## src/pkg/rtsq_params.svh

```systemverilog
// constants for the receive timeout stop qualifier
`ifndef RTSQ_PARAMS_SVH
`define RTSQ_PARAMS_SVH
// register offsets
`define RTSQ_ADDR_CTRL 8'h00
`define RTSQ_ADDR_TIMEOUT 8'h04
`define RTSQ_ADDR_STATUS 8'h08
`define RTSQ_ADDR_IRQ_STATUS 8'h0c
`define RTSQ_ADDR_IRQ_ENABLE 8'h10
`define RTSQ_ADDR_IRQ_CLEAR 8'h14
`define RTSQ_ADDR_COMMAND 8'h18
// control register fields
`define RTSQ_CTRL_CS_MASK 0
`define RTSQ_CTRL_SQ_MASK 1
`define RTSQ_CTRL_PQ_MASK 2
`define RTSQ_CTRL_AND_OR 3
// reset: all masks clear with the or selector, so the timeout is always stopped
`define RTSQ_CTRL_RESET 4'h8
// command register codes
`define RTSQ_CMD_RX 8'h01
`define RTSQ_CMD_ABORT 8'h02
// interrupt bits
`define RTSQ_IRQ_DATA_READY 0
`define RTSQ_IRQ_TIMEOUT 1
`define RTSQ_IRQ_ABORT 2
`define RTSQ_IRQ_STOPPED 3
`define RTSQ_IRQ_WIDTH 4
// default receive timeout in clock cycles
`define RTSQ_TIMEOUT_RESET 16'h0fa0
`endif

```

## src/pkg/rtsq_pkg.sv

```systemverilog
// types for the receive timeout stop qualifier
`default_nettype none
package rtsq_pkg;
    typedef enum logic [3:0] {
        RTSQ_IDLE = 4'b0001,
        RTSQ_RUN = 4'b0010,
        RTSQ_FROZEN = 4'b0100,
        RTSQ_DONE = 4'b1000
    } rtsq_state_type;
endpackage
`default_nettype wire

```

## src/hdl/rtsq_stop_logic.sv

```systemverilog
// combinational decision whether the receive timeout stops
`timescale 1ns/1ps
`default_nettype none
module rtsq_stop_logic (
    input wire logic [2:0] stop_mask,   // cs, sync, preamble masks
    input wire logic [2:0] above,       // indicators above threshold
    input wire logic and_or_select,     // 0 and, 1 or
    input wire logic always_stop,       // all masks clear, or mode
    output logic stop_now               // timeout stop condition
);
    // masked and/or; a single mask gives the same answer either way
    always_comb begin
        if (stop_mask == 3'h0) begin
            stop_now = always_stop;
        end else if (and_or_select) begin
            stop_now = |(stop_mask & above);
        end else begin
            stop_now = &(above | ~stop_mask);
        end
    end
endmodule // rtsq_stop_logic
`default_nettype wire

```

## src/hdl/rtsq_qualifier.sv

```systemverilog
// receive timeout stop qualifier with register port and interrupt
`timescale 1ns/1ps
`include "rtsq_params.svh"
`default_nettype none
module rtsq_qualifier
    import rtsq_pkg::*;
(
    input wire logic clk,                // 20 MHz clock
    input wire logic rst,                // async reset, high
    input wire logic [7:0] addr,         // register byte address
    input wire logic [31:0] wdata,       // write data
    input wire logic wr,                 // write strobe
    input wire logic rd,                 // read strobe
    output logic [31:0] rdata,           // read data, cycle after rd
    input wire logic rssi_above,         // carrier sense above threshold
    input wire logic sync_quality_indicator,     // sync quality above threshold
    input wire logic preamble_quality_indicator, // preamble quality above threshold
    input wire logic packet_done,        // packet fully received, one cycle
    output logic rx_active,              // device in receive
    output logic packet_discard,         // drop current packet, one cycle
    output logic data_ready,             // packet accepted, one cycle
    output logic irq                     // level interrupt
);
    // synchronised indicators, two flops each
    logic [2:0] sync_a;
    logic [2:0] sync_b;
    logic [2:0] next_sync_a;
    logic [2:0] next_sync_b;

    // configuration
    logic [3:0] ctrl;
    logic [3:0] next_ctrl;
    logic [15:0] timeout_len;
    logic [15:0] next_timeout_len;

    // control fields by name
    logic [2:0] stop_mask;
    logic and_or_select;

    // timer state
    rtsq_state_type state;
    rtsq_state_type next_state;
    logic [15:0] count;
    logic [15:0] next_count;
    logic next_rx_active;
    logic next_discard;
    logic next_ready;

    // interrupt state
    logic [`RTSQ_IRQ_WIDTH-1:0] irq_stat;
    logic [`RTSQ_IRQ_WIDTH-1:0] next_irq_stat;
    logic [`RTSQ_IRQ_WIDTH-1:0] irq_en;
    logic [`RTSQ_IRQ_WIDTH-1:0] next_irq_en;
    logic [`RTSQ_IRQ_WIDTH-1:0] events;
    logic next_irq;

    // read path
    logic [31:0] next_rdata;

    // decoded strobes, shared by all groups
    logic wr_ctrl;
    logic wr_timeout;
    logic wr_irq_en;
    logic wr_clear;
    logic wr_cmd_rx;
    logic wr_cmd_abort;

    // stop decision
    logic stop_now;
    logic stop_eff;

    // one strobe at one register offset; every write decoder below uses this
    function automatic logic rtsq_hit(input logic strobe, input logic [7:0] at,
        input logic [7:0] offset);
        return strobe && (at == offset);
    endfunction

    // interrupt field of a written word, shared by enable and clear
    function automatic logic [`RTSQ_IRQ_WIDTH-1:0] rtsq_irq_field(input logic [31:0] w);
        return w[`RTSQ_IRQ_WIDTH-1:0];
    endfunction

    // receive stays open while the timer runs or is frozen
    function automatic logic rtsq_in_rx(input rtsq_state_type s);
        return (s == RTSQ_RUN) || (s == RTSQ_FROZEN);
    endfunction

    // timer ends on the cycle it would count through one
    function automatic logic rtsq_expiring(input logic [15:0] c);
        return c <= 16'h0001;
    endfunction

    // status word: count above, synchronised levels and state below
    function automatic logic [31:0] rtsq_status_word(input logic [15:0] c,
        input logic [2:0] lv, input rtsq_state_type s);
        return {c, 9'h0, lv, s};
    endfunction

    // control fields; mask order matches the indicator order in sync_b
    assign stop_mask = ctrl[2:0];
    assign and_or_select = ctrl[`RTSQ_CTRL_AND_OR];

    // all-zero masks: selector 1 means always stopped, 0 means never
    rtsq_stop_logic u_stop (
        .stop_mask(stop_mask),
        .above(sync_b),
        .and_or_select(and_or_select),
        .always_stop(and_or_select),
        .stop_now(stop_now)
    );
    assign stop_eff = stop_now;

    // strobe decode; command codes other than start and abort are ignored
    always_comb begin
        wr_ctrl = rtsq_hit(wr, addr, `RTSQ_ADDR_CTRL);
        wr_timeout = rtsq_hit(wr, addr, `RTSQ_ADDR_TIMEOUT);
        wr_irq_en = rtsq_hit(wr, addr, `RTSQ_ADDR_IRQ_ENABLE);
        wr_clear = rtsq_hit(wr, addr, `RTSQ_ADDR_IRQ_CLEAR);
        wr_cmd_rx = rtsq_hit(wr, addr, `RTSQ_ADDR_COMMAND) && wdata[7:0] == `RTSQ_CMD_RX;
        wr_cmd_abort = rtsq_hit(wr, addr, `RTSQ_ADDR_COMMAND) && wdata[7:0] == `RTSQ_CMD_ABORT;
    end

    // synchroniser: second stage is the only reader of the first
    always_comb begin
        next_sync_a = {preamble_quality_indicator, sync_quality_indicator, rssi_above};
        next_sync_b = sync_a;
    end

    // configuration writes; a new mask applies to a run already open
    always_comb begin
        next_ctrl = ctrl;
        next_timeout_len = timeout_len;
        next_irq_en = irq_en;
        if (wr_ctrl) begin
            next_ctrl = wdata[3:0];
        end
        if (wr_timeout) begin
            next_timeout_len = wdata[15:0];
        end
        if (wr_irq_en) begin
            next_irq_en = rtsq_irq_field(wdata);
        end
    end

    // timer state machine
    always_comb begin
        next_state = state;
        next_count = count;
        next_discard = 1'b0;
        next_ready = 1'b0;
        events = '0;
        case (state)
            // idle: only a start command opens receive
            RTSQ_IDLE: begin
                if (wr_cmd_rx) begin
                    next_state = RTSQ_RUN;
                    next_count = timeout_len;
                end
            end
            // run: abort first, then stop, then expiry
            RTSQ_RUN: begin
                if (wr_cmd_abort) begin
                    next_state = RTSQ_IDLE;
                    next_discard = 1'b1;
                    events[`RTSQ_IRQ_ABORT] = 1'b1;
                end else if (stop_eff) begin
                    // a packet ending in the stop cycle goes straight to done with the ready pulse
                    next_state = packet_done ? RTSQ_DONE : RTSQ_FROZEN;
                    events[`RTSQ_IRQ_STOPPED] = 1'b1;
                    next_ready = packet_done;
                    events[`RTSQ_IRQ_DATA_READY] = packet_done;
                end else if (rtsq_expiring(count)) begin
                    next_state = RTSQ_IDLE;
                    next_discard = 1'b1;
                    events[`RTSQ_IRQ_TIMEOUT] = 1'b1;
                end else begin
                    // packets done while running without a stop are dropped, not held
                    next_count = count - 16'h0001;
                end
            end
            RTSQ_FROZEN: begin
                // no expiry here; only abort or a packet can end it
                if (wr_cmd_abort) begin
                    next_state = RTSQ_IDLE;
                    next_discard = 1'b1;
                    events[`RTSQ_IRQ_ABORT] = 1'b1;
                end else if (packet_done) begin
                    next_state = RTSQ_DONE;
                    next_ready = 1'b1;
                    events[`RTSQ_IRQ_DATA_READY] = 1'b1;
                end
            end
            // done: one cycle for the ready pulse, then idle
            RTSQ_DONE: begin
                next_state = RTSQ_IDLE;
            end
            // a corrupted state code falls back to idle
            default: begin
                next_state = RTSQ_IDLE;
            end
        endcase
        // receive flag follows the next state so it changes with it
        next_rx_active = rtsq_in_rx(next_state);
    end

    // sticky status: set wins over clear
    always_comb begin
        next_irq_stat = irq_stat;
        if (wr_clear) begin
            next_irq_stat = irq_stat & ~rtsq_irq_field(wdata);
        end
        next_irq_stat = next_irq_stat | events;
        // built from next values, so the level never lags the status
        next_irq = |(next_irq_stat & next_irq_en);
    end

    // read mux; unmapped, clear and command offsets read as zero
    always_comb begin
        next_rdata = 32'h0000_0000;
        if (rd) begin
            case (addr)
                `RTSQ_ADDR_CTRL: next_rdata = {28'h0, ctrl};
                `RTSQ_ADDR_TIMEOUT: next_rdata = {16'h0, timeout_len};
                `RTSQ_ADDR_STATUS: next_rdata = rtsq_status_word(count, sync_b, state);
                `RTSQ_ADDR_IRQ_STATUS: next_rdata = {28'h0, irq_stat};
                `RTSQ_ADDR_IRQ_ENABLE: next_rdata = {28'h0, irq_en};
                default: next_rdata = 32'h0000_0000;
            endcase
        end
    end

    // synchroniser flops; reset reads as below threshold
    always_ff @(posedge clk or posedge rst) begin
        if (rst) begin
            sync_a <= 3'h0;
            sync_b <= 3'h0;
        end else begin
            sync_a <= next_sync_a;
            sync_b <= next_sync_b;
        end
    end

    // configuration registers
    always_ff @(posedge clk or posedge rst) begin
        if (rst) begin
            ctrl <= `RTSQ_CTRL_RESET;
            timeout_len <= `RTSQ_TIMEOUT_RESET;
            irq_en <= 4'h0;
        end else begin
            ctrl <= next_ctrl;
            timeout_len <= next_timeout_len;
            irq_en <= next_irq_en;
        end
    end

    // timer registers; the pulse outputs come straight from here
    always_ff @(posedge clk or posedge rst) begin
        if (rst) begin
            state <= RTSQ_IDLE;
            count <= 16'h0000;
            rx_active <= 1'b0;
            packet_discard <= 1'b0;
            data_ready <= 1'b0;
        end else begin
            state <= next_state;
            count <= next_count;
            rx_active <= next_rx_active;
            packet_discard <= next_discard;
            data_ready <= next_ready;
        end
    end

    // interrupt registers
    always_ff @(posedge clk or posedge rst) begin
        if (rst) begin
            irq_stat <= 4'h0;
            irq <= 1'b0;
        end else begin
            irq_stat <= next_irq_stat;
            irq <= next_irq;
        end
    end

    // read data register, zero except the cycle after a read
    always_ff @(posedge clk or posedge rst) begin
        if (rst) begin
            rdata <= 32'h0000_0000;
        end else begin
            rdata <= next_rdata;
        end
    end
endmodule // rtsq_qualifier
`default_nettype wire

```

## config.mk

```make
export PLATFORM = sky130hd
export DESIGN_NAME = rtsq_qualifier
export DESIGN_NICKNAME = d
export VERILOG_FILES = /design/src/pkg/rtsq_pkg.sv /design/src/hdl/rtsq_stop_logic.sv /design/src/hdl/rtsq_qualifier.sv
export VERILOG_INCLUDE_DIRS = /design/src /design/src/pkg
export SDC_FILE = /design/constraint.sdc
export NUM_CORES = 1
export LEC_CHECK = 0
export BUFFER_PORTS_ARGS = -buffer_cell sky130_fd_sc_hd__buf_2
export CORE_MARGIN = 4
export CORE_UTILIZATION = 55
export CTS_CLUSTER_SIZE = 20
export DETAILED_ROUTE_END_ITERATION = 10
export GPL_ROUTABILITY_DRIVEN = 0
export PLACE_DENSITY_LB_ADDON = 0.3
export SYNTH_ARGS = -nofsm -noshare
export SYNTH_HDL_FRONTEND = slang
export SYNTH_SLANG_ARGS = --single-unit
```

## constraint.sdc

```tcl
create_clock -name clk -period 4 [get_ports clk]
set_input_delay 0.8 -clock clk [delete_from_list [all_inputs] [get_ports clk]]
set_output_delay 0.8 -clock clk [all_outputs]
set_load 0.1 [all_outputs]
```

==> results.sh, run 1 <==
export IMPL_critPathArrivalTime_ns=3.11
export IMPL_syn_area_mm2=0.004141
export IMPL_cts_tree="built"
export IMPL_area_growth_pct=13.32
export IMPL_ys_types=66
export IMPL_avgSynthCellArea_um2=10.99
export IMPL_rr_worst_depth=8
export IMPL_insertedDiodeCount=0
export IMPL_cp_startpoint="state[2]"
export IMPL_io_pins=84
export IMPL_synthDominantCellAreaShare=0.4955
export IMPL_status="finished, final reports clean"
export IMPL_fillCellCount=624
export IMPL_drt_wl_total_mm=9.410
export IMPL_setup_tns_ns=0
export IMPL_cts_root_buffer="clkbuf_8"
export IMPL_yosysWarnings=0
export IMPL_ir_drop_uv=162.8
export IMPL_wl_per_cell_um=17.33
export IMPL_final_util=0.6436
export IMPL_cp_slowest_stage_delay_ns=0.58
export IMPL_drv_cap=0
export IMPL_start_util=0.5679
export IMPL_cts_buffers=9
export IMPL_yosysTopAreaCell="dfrtp_1"
export IMPL_grt_max_degree=37
export IMPL_finalInstanceArea_mm2=0.004693
export IMPL_final_layout_size_suffix_gt1_frac=0.2770
export IMPL_critPathRequiredTime_ns=4.25
export IMPL_coreArea_mm2=0.007292
export IMPL_place_area_mm2=0.004519
export IMPL_startpoint_type="flop"
export IMPL_worstSkewPairLatency_ns=0.36
export IMPL_cts_path_max_buffers=2
export IMPL_antenna_left=0
export IMPL_cp_depth=8
export IMPL_cp_endpoint="count[13]"
export IMPL_slowest_stage="and2_1"
export IMPL_r2r_end="count[13]"
export IMPL_synth_area_leaders="dfrtp_1 50%, dfstp_2 5.1%, mux2_4 4.4%"
export IMPL_grt_overflow=0
export IMPL_first_iter_violations=254
export IMPL_async_flop_share=1.000
export IMPL_cts_setup_buffers=0
export IMPL_min_period_over_period=0.7164
export IMPL_ys_ff_latch=90
export IMPL_holdWs_ns=0.3498
export IMPL_holdBufCountCts=0
export IMPL_worstPathCellList="and2b_1, and2_1, o21ai_1, nor3_4, nor2_4, inv_2, o21ai_0, a22o_1"
export IMPL_grt_setup_unrepaired="false"
export IMPL_end_kind="flop"
export IMPL_skew_ns=0.01350
export IMPL_drc=0
export IMPL_yosys_most_used_dff="dfrtp_1"
export IMPL_hold_viol_final=0
export IMPL_grt_usage=0.2235
export IMPL_grt_pass1_vias=3220
export IMPL_vias=3322
export IMPL_portBuffers=67
export IMPL_critPathMaxFanout=19
export IMPL_crit_type="reg2reg"
export IMPL_powerDensity_mw_per_mm2=337.6
export IMPL_regToRegSetupSlack_ns=1.13
export IMPL_path_delay_family="simple AND/OR/NAND/NOR gates"
export IMPL_die_area_mm2=0.008982
export IMPL_drv_slew=0
export IMPL_synth_edf_count=0
export IMPL_grt_first_pass_wirelength_mm=15.50
export IMPL_hp_class="reg2reg"
export IMPL_seqCellArea_mm2=0.002262
export IMPL_die_x_um=94.78
export IMPL_clkSinkCount=90
export IMPL_setup_violations=0
export IMPL_path_buf_inv=1
export IMPL_max_freq_ghz=0.3490
export IMPL_r2r_start="state[2]"
export IMPL_fin_crit_ns=2.865
export IMPL_multi_input_area_mm2=0.001710
export IMPL_relSlewSlack=0.4924
export IMPL_fp_dieH_um=94.78
export IMPL_cts_resized=0
export IMPL_clk_pin_slew_ns=0.08
export IMPL_antenna_found_initial=0
export IMPL_tightestPinTransition_ns=0.7614
export IMPL_first_pass_iters=7
export IMPL_power_leakage_nw=2.363
export IMPL_dp_hpwl_mm=6.849
export IMPL_h_tree_depth=3
export IMPL_syn_inst=377
export IMPL_syn_nets=427
export IMPL_nets=489
export IMPL_fp_row_count=31
export IMPL_synth_seq_area_share=0.5462
export IMPL_vias_per_cell=6.118
[per-stage QoR]
| step | std cells | setup slack, ns | power (mW) |
|---|---|---|---|
| floorplan | 377 | 0.8780 | 1.008 |
| global placement | 527 | 1.056 | 1.046 |
| detailed placement | 527 | 1.063 | 1.050 |
| CTS | 543 | 1.166 | 1.593 |
| global route | 543 | 0.9175 | 1.648 |
| finish | 543 | 1.135 | 1.585 |
[logic make-up (layout without fill, tap and decap cells)]
kind of cell	Yosys count	count (layout)	synth area share
simple gates	144	144	0.2079
mux	16	16	0.05378
buf+inv	36	103	0.04079
flops	90	90	0.5462
fa+ha+maj	2	2	0.006041
compound gates	89	89	0.1453
[registers in the layout (all words and copies together), names as in the netlist]
signal	count
rdata	32
count	16
timeout_len	16
ctrl	4
irq_en	4
irq_stat	4
state	4
next_sync_b	3
sync_b	3
data_ready	1
irq	1
packet_discard	1
rx_active	1
[cell usage after synthesis (all sizes together), types with 8 or more instances]
cell and n:
buf 10, clkbuf 9, and3 19, dfstp 8, inv 17, a21oi 10, nand2 35, nor3 14
o21ai 25, o22ai 8, mux2 14, and2 11, or3 8, nor2 19, dfrtp 82
[how the worst min path moves through the flow]
stage,startpoint,endpoint,slack (ns),cells after the start
3_3_place_gp,next_sync_b[0],sync_b[0],0.33,0
4_1_cts,next_sync_b[1],sync_b[1],0.35,0
2_1_floorplan,next_sync_b[0],sync_b[0],0.33,0
6_report,next_sync_b[1],sync_b[1],0.35,0
3_5_place_dp,next_sync_b[1],sync_b[1],0.34,0
5_1_grt,next_sync_b[1],sync_b[1],0.37,0
[where the power goes]
part / internal [mW] / leakage, nW / switching (mW)
logic: 0.0326 / 1.10 / 0.0580
registers: 0.927 / 1.18 / 0.0148
clock network: 0.246 / 0.0838 / 0.307
[layer usage]
metal | vias up | global-route usage | share of wire | wire length [µm]
li1 | 1512 | - | - | -
met1 | 1616 | 0.2729 | 0.40 | 3777
met2 | 159 | 0.3740 | 0.49 | 4654
met3 | 35 | 0.03825 | 0.065 | 607
met4 | 0 | 0.1262 | 0.039 | 371
met5 | - | 0 | 0 | 0
[layout by cell type, fill, tap and decap left out, types with 3 or more instances in the layout]
cell | synthesis | routed
a31oi_1 | 6 | 6
clkbuf_8 | 0 | 10
clkbuf_1 | 9 | 3
a21oi_1 | 10 | 10
nor2_1 | 17 | 17
buf_4 | 1 | 3
nor3b_1 | 3 | 3
a311oi_1 | 4 | 4
and3_1 | 19 | 19
nor3_4 | 3 | 3
buf_2 | 6 | 67
a211oi_1 | 3 | 3
nand3_1 | 6 | 6
o21ai_1 | 3 | 3
dfrtp_1 | 82 | 82
mux2_4 | 12 | 12
a22oi_1 | 5 | 5
inv_1 | 16 | 15
and4_1 | 3 | 3
nor4_1 | 6 | 6
o22ai_1 | 8 | 8
o31ai_1 | 6 | 6
a222oi_1 | 4 | 4
nand2_1 | 33 | 33
and2_1 | 11 | 11
nand4_1 | 7 | 7
dfstp_2 | 8 | 8
nor3_1 | 11 | 11
or3_1 | 6 | 6
o21ai_0 | 21 | 21
[final cells by class]
| cell class | count | share of cell area |
|---|---|---|
| clock buffers | 13 | 0.03172 |
| clock inverters | 3 | 0.005332 |
| inverters | 17 | 0.01386 |
| multi-input cells | 251 | 0.3644 |
| flip-flops and latches | 90 | 0.4820 |
| well taps | 99 | 0.02639 |
| repair buffers | 70 | 0.07625 |
Note: power is estimated with default switching activity, not from simulation.
==> inputs of run 2 (changes only) <==
Clock period 4 ns to 2.7 ns, I/O delays scaled along.
==> results.sh, run 2 (synthesis results as in run 1) <==
export IMPL_status="finished, final reports clean"
export IMPL_tightestPinTransition_ns=0.6185
export IMPL_cts_path_max_buffers=2
export IMPL_vias=3287
export IMPL_path_buf_inv=2
export IMPL_insertedDiodeCount=0
export IMPL_layout_common_cells="82 x dfrtp_1, 67 x buf_2, 33 x nand2_1"
export IMPL_setup_tns_ns=0
export IMPL_min_period_over_period=0.9174
export IMPL_wl_per_cell_um=16.79
export IMPL_grt_max_degree=37
export IMPL_coreArea_mm2=0.007292
export IMPL_hp_class="in2async"
export IMPL_antenna_left=0
export IMPL_relSlewSlack=0.5868
export IMPL_die_x_um=94.78
export IMPL_clkSinkCount=90
export IMPL_h_tree_depth=3
export IMPL_ir_drop_uv=376.3
export IMPL_final_common_cell="dfrtp_1"
export IMPL_grt_usage=0.2270
export IMPL_worst_path_most_repeated_cell="o21ai_0"
export IMPL_antenna_found_initial=0
export IMPL_holdWs_ns=0.2519
export IMPL_max_freq_ghz=0.4037
export IMPL_nets=505
export IMPL_holdBufCountCts=0
export IMPL_power_mw=2.493
export IMPL_critPathMaxFanout=18
export IMPL_cts_root_buffer="clkbuf_8"
export IMPL_drt_wl_total_mm=9.384
export IMPL_power_leakage_nw=2.462
export IMPL_critPathRequiredTime_ns=2.94
export IMPL_drv_cap=0
export IMPL_fin_crit_ns=2.477
export IMPL_largest_reg_flops=32
export IMPL_biggestRegsByFlops="rdata (32), count (16), timeout_len (16)"
export IMPL_dp_slack_ns=0.2199
export IMPL_dp_hpwl_mm=6.972
export IMPL_io_pins=84
export IMPL_hold_viol_final=0
export IMPL_setup_violations=0
export IMPL_die_area_mm2=0.008982
export IMPL_grt_first_pass_wirelength_mm=15.71
export IMPL_fp_row_count=31
export IMPL_critPathArrivalTime_ns=2.72
export IMPL_setup_ws_ns=0.2231
export IMPL_grt_pass1_vias=3278
export IMPL_drc=0
export IMPL_grt_setup_unrepaired="false"
export IMPL_grt_overflow=0
export IMPL_skew_ns=0.01540
export IMPL_fp_dieH_um=94.78
export IMPL_end_kind="flop"
export IMPL_start_util=0.5679
export IMPL_powerDensity_mw_per_mm2=513.1
export IMPL_fillCellCount=596
export IMPL_worstSkewPairLatency_ns=0.36
export IMPL_portBuffers=67
export IMPL_crit_type="reg2reg"
export IMPL_startpoint_type="flop"
export IMPL_path_delay_family="compound AO/OA/AOI/OAI gates"
export IMPL_cts_tree="built"
export IMPL_cts_buffers=9
export IMPL_cts_resized=0
export IMPL_slowest_stage="dfrtp_1"
export IMPL_drv_slew=0
export IMPL_first_pass_iters=6
export IMPL_area_growth_pct=17.34
export IMPL_final_layout_size_suffix_gt1_frac=0.3022
export IMPL_cts_setup_buffers=0
export IMPL_cp_slowest_stage_delay_ns=0.42
export IMPL_first_iter_violations=305
export IMPL_top_register="rdata"
export IMPL_clk_pin_slew_ns=0.09
export IMPL_worstPathCellList="inv_1, ha_1, o21ai_0, nor4_4, nor3_4, nor2_4, inv_2, o21ai_0, a22o_1"
export IMPL_vias_per_cell=5.880
run 2: changes by cell type in the layout (fill, tap and decap cells not counted):
cell | before | now
buf_12 | 0 | 1
buf_4 | 3 | 18
bufinv_16 | 0 | 2
clkbuf_8 | 10 | 9
clkinv_2 | 1 | 2
clkinv_4 | 2 | 0
run 2: where the power goes:
part / switching [mW] / internal (mW) / total, mW
clock: 0.436 / 0.520 / 0.956
sequential: 0.0207 / 1.37 / 1.39
combinational: 0.0878 / 0.0562 / 0.144
run 2: metrics by stage:
step                instances  utilization  cell area (µm²)
floorplan                 377            -             4145
global placement          543       0.6383             4654
detailed placement        543       0.6383             4654
CTS                       559       0.6664             4860
global route              559       0.6664             4860
finish                    559       0.6664             4860
run 2: final timing paths:
| check | from | end | slack (ns) | depth (start not counted) |
|---|---|---|---|---|
| setup / recovery | count[0] | count[13] | 0.22 | 9 |
| hold / removal | rst | irq_stat[3] | 0.25 | 2 |
| setup reg to reg | count[0] | count[13] | 0.22 | 9 |
| hold reg to reg | next_sync_b[2] | sync_b[2] | 0.35 | 0 |
| max in group asynchronous | rst | state[0] | 1.65 | 3 |
| min in group clk | preamble_quality_indicator | next_sync_b[2] | 0.29 | 1 |
run 2: layout make-up:
type	count	area, µm²	share of cell area
Multi-Input combinational cell	251	1710	0.3520
Sequential cell	90	2262	0.4655
Clock inverter	4	70.07	0.01442
Inverter	17	67.56	0.01390
Timing Repair Buffer	86	490.5	0.1009
Tap cell	99	123.9	0.02549
Clock buffer	12	135.1	0.02781
run 2: worst reg2reg max path, stage by stage, from the launching register on:
cell and delay, ns:
dfrtp_1 0.42, inv_1 0.10, ha_1 0.25, o21ai_0 0.35
nor4_4 0.09, nor3_4 0.41, nor2_4 0.08, inv_2 0.26
o21ai_0 0.16, a22o_1 0.25
run 2: layer usage:
layer | share of wire | global-route usage
met5 | 0 | 0
met4 | 0.027 | 0.1094
met3 | 0.059 | 0.05100
met2 | 0.51 | 0.3917
met1 | 0.40 | 0.2668
==> inputs of run 3 (changes only) <==
Settings changed: PLACE_DENSITY from default to 0.89, PLACE_DENSITY_LB_ADDON 0.3 to default.
==> results.sh, run 3 (synthesis results as in run 1) <==
export IMPL_coreArea_mm2=0.007292
export IMPL_drc=0
export IMPL_clk_pin_slew_ns=0.09
export IMPL_worstSkewPairLatency_ns=0.37
export IMPL_final_common_cell="dfrtp_1"
export IMPL_tightestPinTransition_ns=0.6267
export IMPL_rr_worst_depth=8
export IMPL_hp_class="in2reg"
export IMPL_grt_usage=0.2346
export IMPL_start_util=0.5679
export IMPL_antenna_found_initial=0
export IMPL_slowest_stage="dfrtp_1"
export IMPL_path_buf_inv=1
export IMPL_nets=501
export IMPL_critPathMaxFanout=18
export IMPL_cts_buffers=9
export IMPL_grt_setup_unrepaired="false"
export IMPL_top_register="rdata"
export IMPL_critPathRequiredTime_ns=2.96
export IMPL_hold_viol_final=0
export IMPL_insertedDiodeCount=0
export IMPL_dp_slack_ns=0.1541
export IMPL_layout_common_cells="82 x dfrtp_1, 67 x buf_2, 33 x nand2_1"
export IMPL_fin_crit_ns=2.470
export IMPL_io_pins=84
export IMPL_end_kind="flop"
export IMPL_crit_type="reg2reg"
export IMPL_r2r_end="count[13]"
export IMPL_vias=3431
export IMPL_setup_tns_ns=0
export IMPL_grt_max_degree=53
export IMPL_portBuffers=67
export IMPL_relSlewSlack=0.5822
export IMPL_path_delay_family="simple AND/OR/NAND/NOR gates"
export IMPL_fp_dieH_um=94.78
export IMPL_grt_first_pass_wirelength_mm=16.20
export IMPL_grt_pass1_vias=3416
export IMPL_max_freq_ghz=0.4048
export IMPL_cts_setup_buffers=0
export IMPL_power_leakage_nw=2.452
export IMPL_die_area_mm2=0.008982
export IMPL_vias_per_cell=6.182
export IMPL_cts_path_max_buffers=2
export IMPL_die_x_um=94.78
export IMPL_critPathArrivalTime_ns=2.73
export IMPL_first_iter_violations=387
export IMPL_setup_ws_ns=0.2298
export IMPL_final_layout_size_suffix_gt1_frac=0.3026
export IMPL_grt_overflow=0
export IMPL_drt_wl_total_mm=9.779
export IMPL_min_period_over_period=0.9149
export IMPL_cts_resized=0
export IMPL_regToRegSetupSlack_ns=0.23
export IMPL_cts_tree="built"
export IMPL_cts_root_buffer="clkbuf_8"
export IMPL_dp_hpwl_mm=6.900
export IMPL_wl_per_cell_um=17.62
export IMPL_fp_row_count=31
export IMPL_cp_slowest_stage_delay_ns=0.46
export IMPL_startpoint_type="flop"
export IMPL_ir_drop_uv=472.3
export IMPL_powerDensity_mw_per_mm2=535.1
export IMPL_cp_endpoint="count[13]"
export IMPL_cp_startpoint="ctrl[0]"
export IMPL_largest_reg_flops=32
export IMPL_status="finished, final reports clean"
export IMPL_drv_cap=0
export IMPL_area_growth_pct=16.98
export IMPL_antenna_left=0
export IMPL_holdBufCountCts=0
export IMPL_biggestRegsByFlops="rdata (32), count (16), timeout_len (16)"
export IMPL_h_tree_depth=3
export IMPL_r2r_start="ctrl[0]"
export IMPL_cp_depth=8
export IMPL_first_pass_iters=5
export IMPL_worstPathCellList="nor4_1, nor2_1, o211a_1, nor3_4, nor2_4, inv_2, o21ai_0, a22o_1"
export IMPL_drv_slew=0
export IMPL_skew_ns=0.01285
export IMPL_clkSinkCount=90
export IMPL_final_util=0.6644
export IMPL_setup_violations=0
[run 3: cell count changes in the layout (fill, tap and decap cells not counted)]
cell      previous run  this run
buf_4               18        15
clkinv_4             0         1
inv_6                0         2
clkbuf_1             3         0
inv_8                0         2
buf_12               1         0
clkinv_2             2         0
[run 3: how the worst min path moves through the flow]
stage | start | endpoint | slack (ns) | depth (start not counted)
6_report | preamble_quality_indicator | next_sync_b[2] | 0.27 | 1
5_1_grt | preamble_quality_indicator | next_sync_b[2] | 0.26 | 1
4_1_cts | rssi_above | next_sync_b[0] | 0.26 | 1
3_5_place_dp | next_sync_b[0] | sync_b[0] | 0.34 | 0
3_3_place_gp | next_sync_b[2] | sync_b[2] | 0.33 | 0
2_1_floorplan | next_sync_b[0] | sync_b[0] | 0.33 | 0
[run 3: per-stage QoR]
step / hold slack (ns) / instances / total power [mW] / instance area [µm²]
after global placement: 0.3322 / 539 / 1.547 / 4612
after CTS: 0.2597 / 555 / 2.606 / 4845
after floorplan: 0.3312 / 377 / 1.494 / 4145
after detailed placement: 0.3364 / 539 / 1.555 / 4612
after global routing: 0.2564 / 555 / 2.683 / 4845
final: 0.2674 / 555 / 2.592 / 4845
[run 3: layer usage]
metal / global-route usage / vias up / share of wire
li1: - / 1535 / -
met1: 0.2898 / 1665 / 0.38
met2: 0.3829 / 199 / 0.50
met3: 0.05578 / 32 / 0.087
met4: 0.1214 / 0 / 0.036
met5: 0 / - / 0
[run 3: where the power goes]
group | internal, mW | leakage (nW) | switching, mW
Clock | 0.542 | 0.118 | 0.516
Sequential | 1.37 | 1.18 | 0.0219
Combinational | 0.0493 | 1.15 | 0.0900
Total | 1.96 | 2.45 | 0.628
[run 3: area by class of cell]
| cell class | count | area, µm² |
|---|---|---|
| fillers | 585 | 2447 |
| clock inverters | 7 | 108.9 |
| clock buffers | 9 | 123.9 |
| repair buffers | 82 | 447.9 |
| multi-input cells | 251 | 1710 |
| inverters | 17 | 67.56 |
| well taps | 99 | 123.9 |
| flip-flops and latches | 90 | 2262 |
[run 3: worst reg2reg max path, stage by stage, from the launching register on]
cell     delay, ns
dfrtp_1       0.46
nor4_1        0.43
nor2_1        0.13
o211a_1       0.29
nor3_4        0.30
nor2_4        0.07
inv_2         0.26
o21ai_0       0.16
a22o_1        0.26
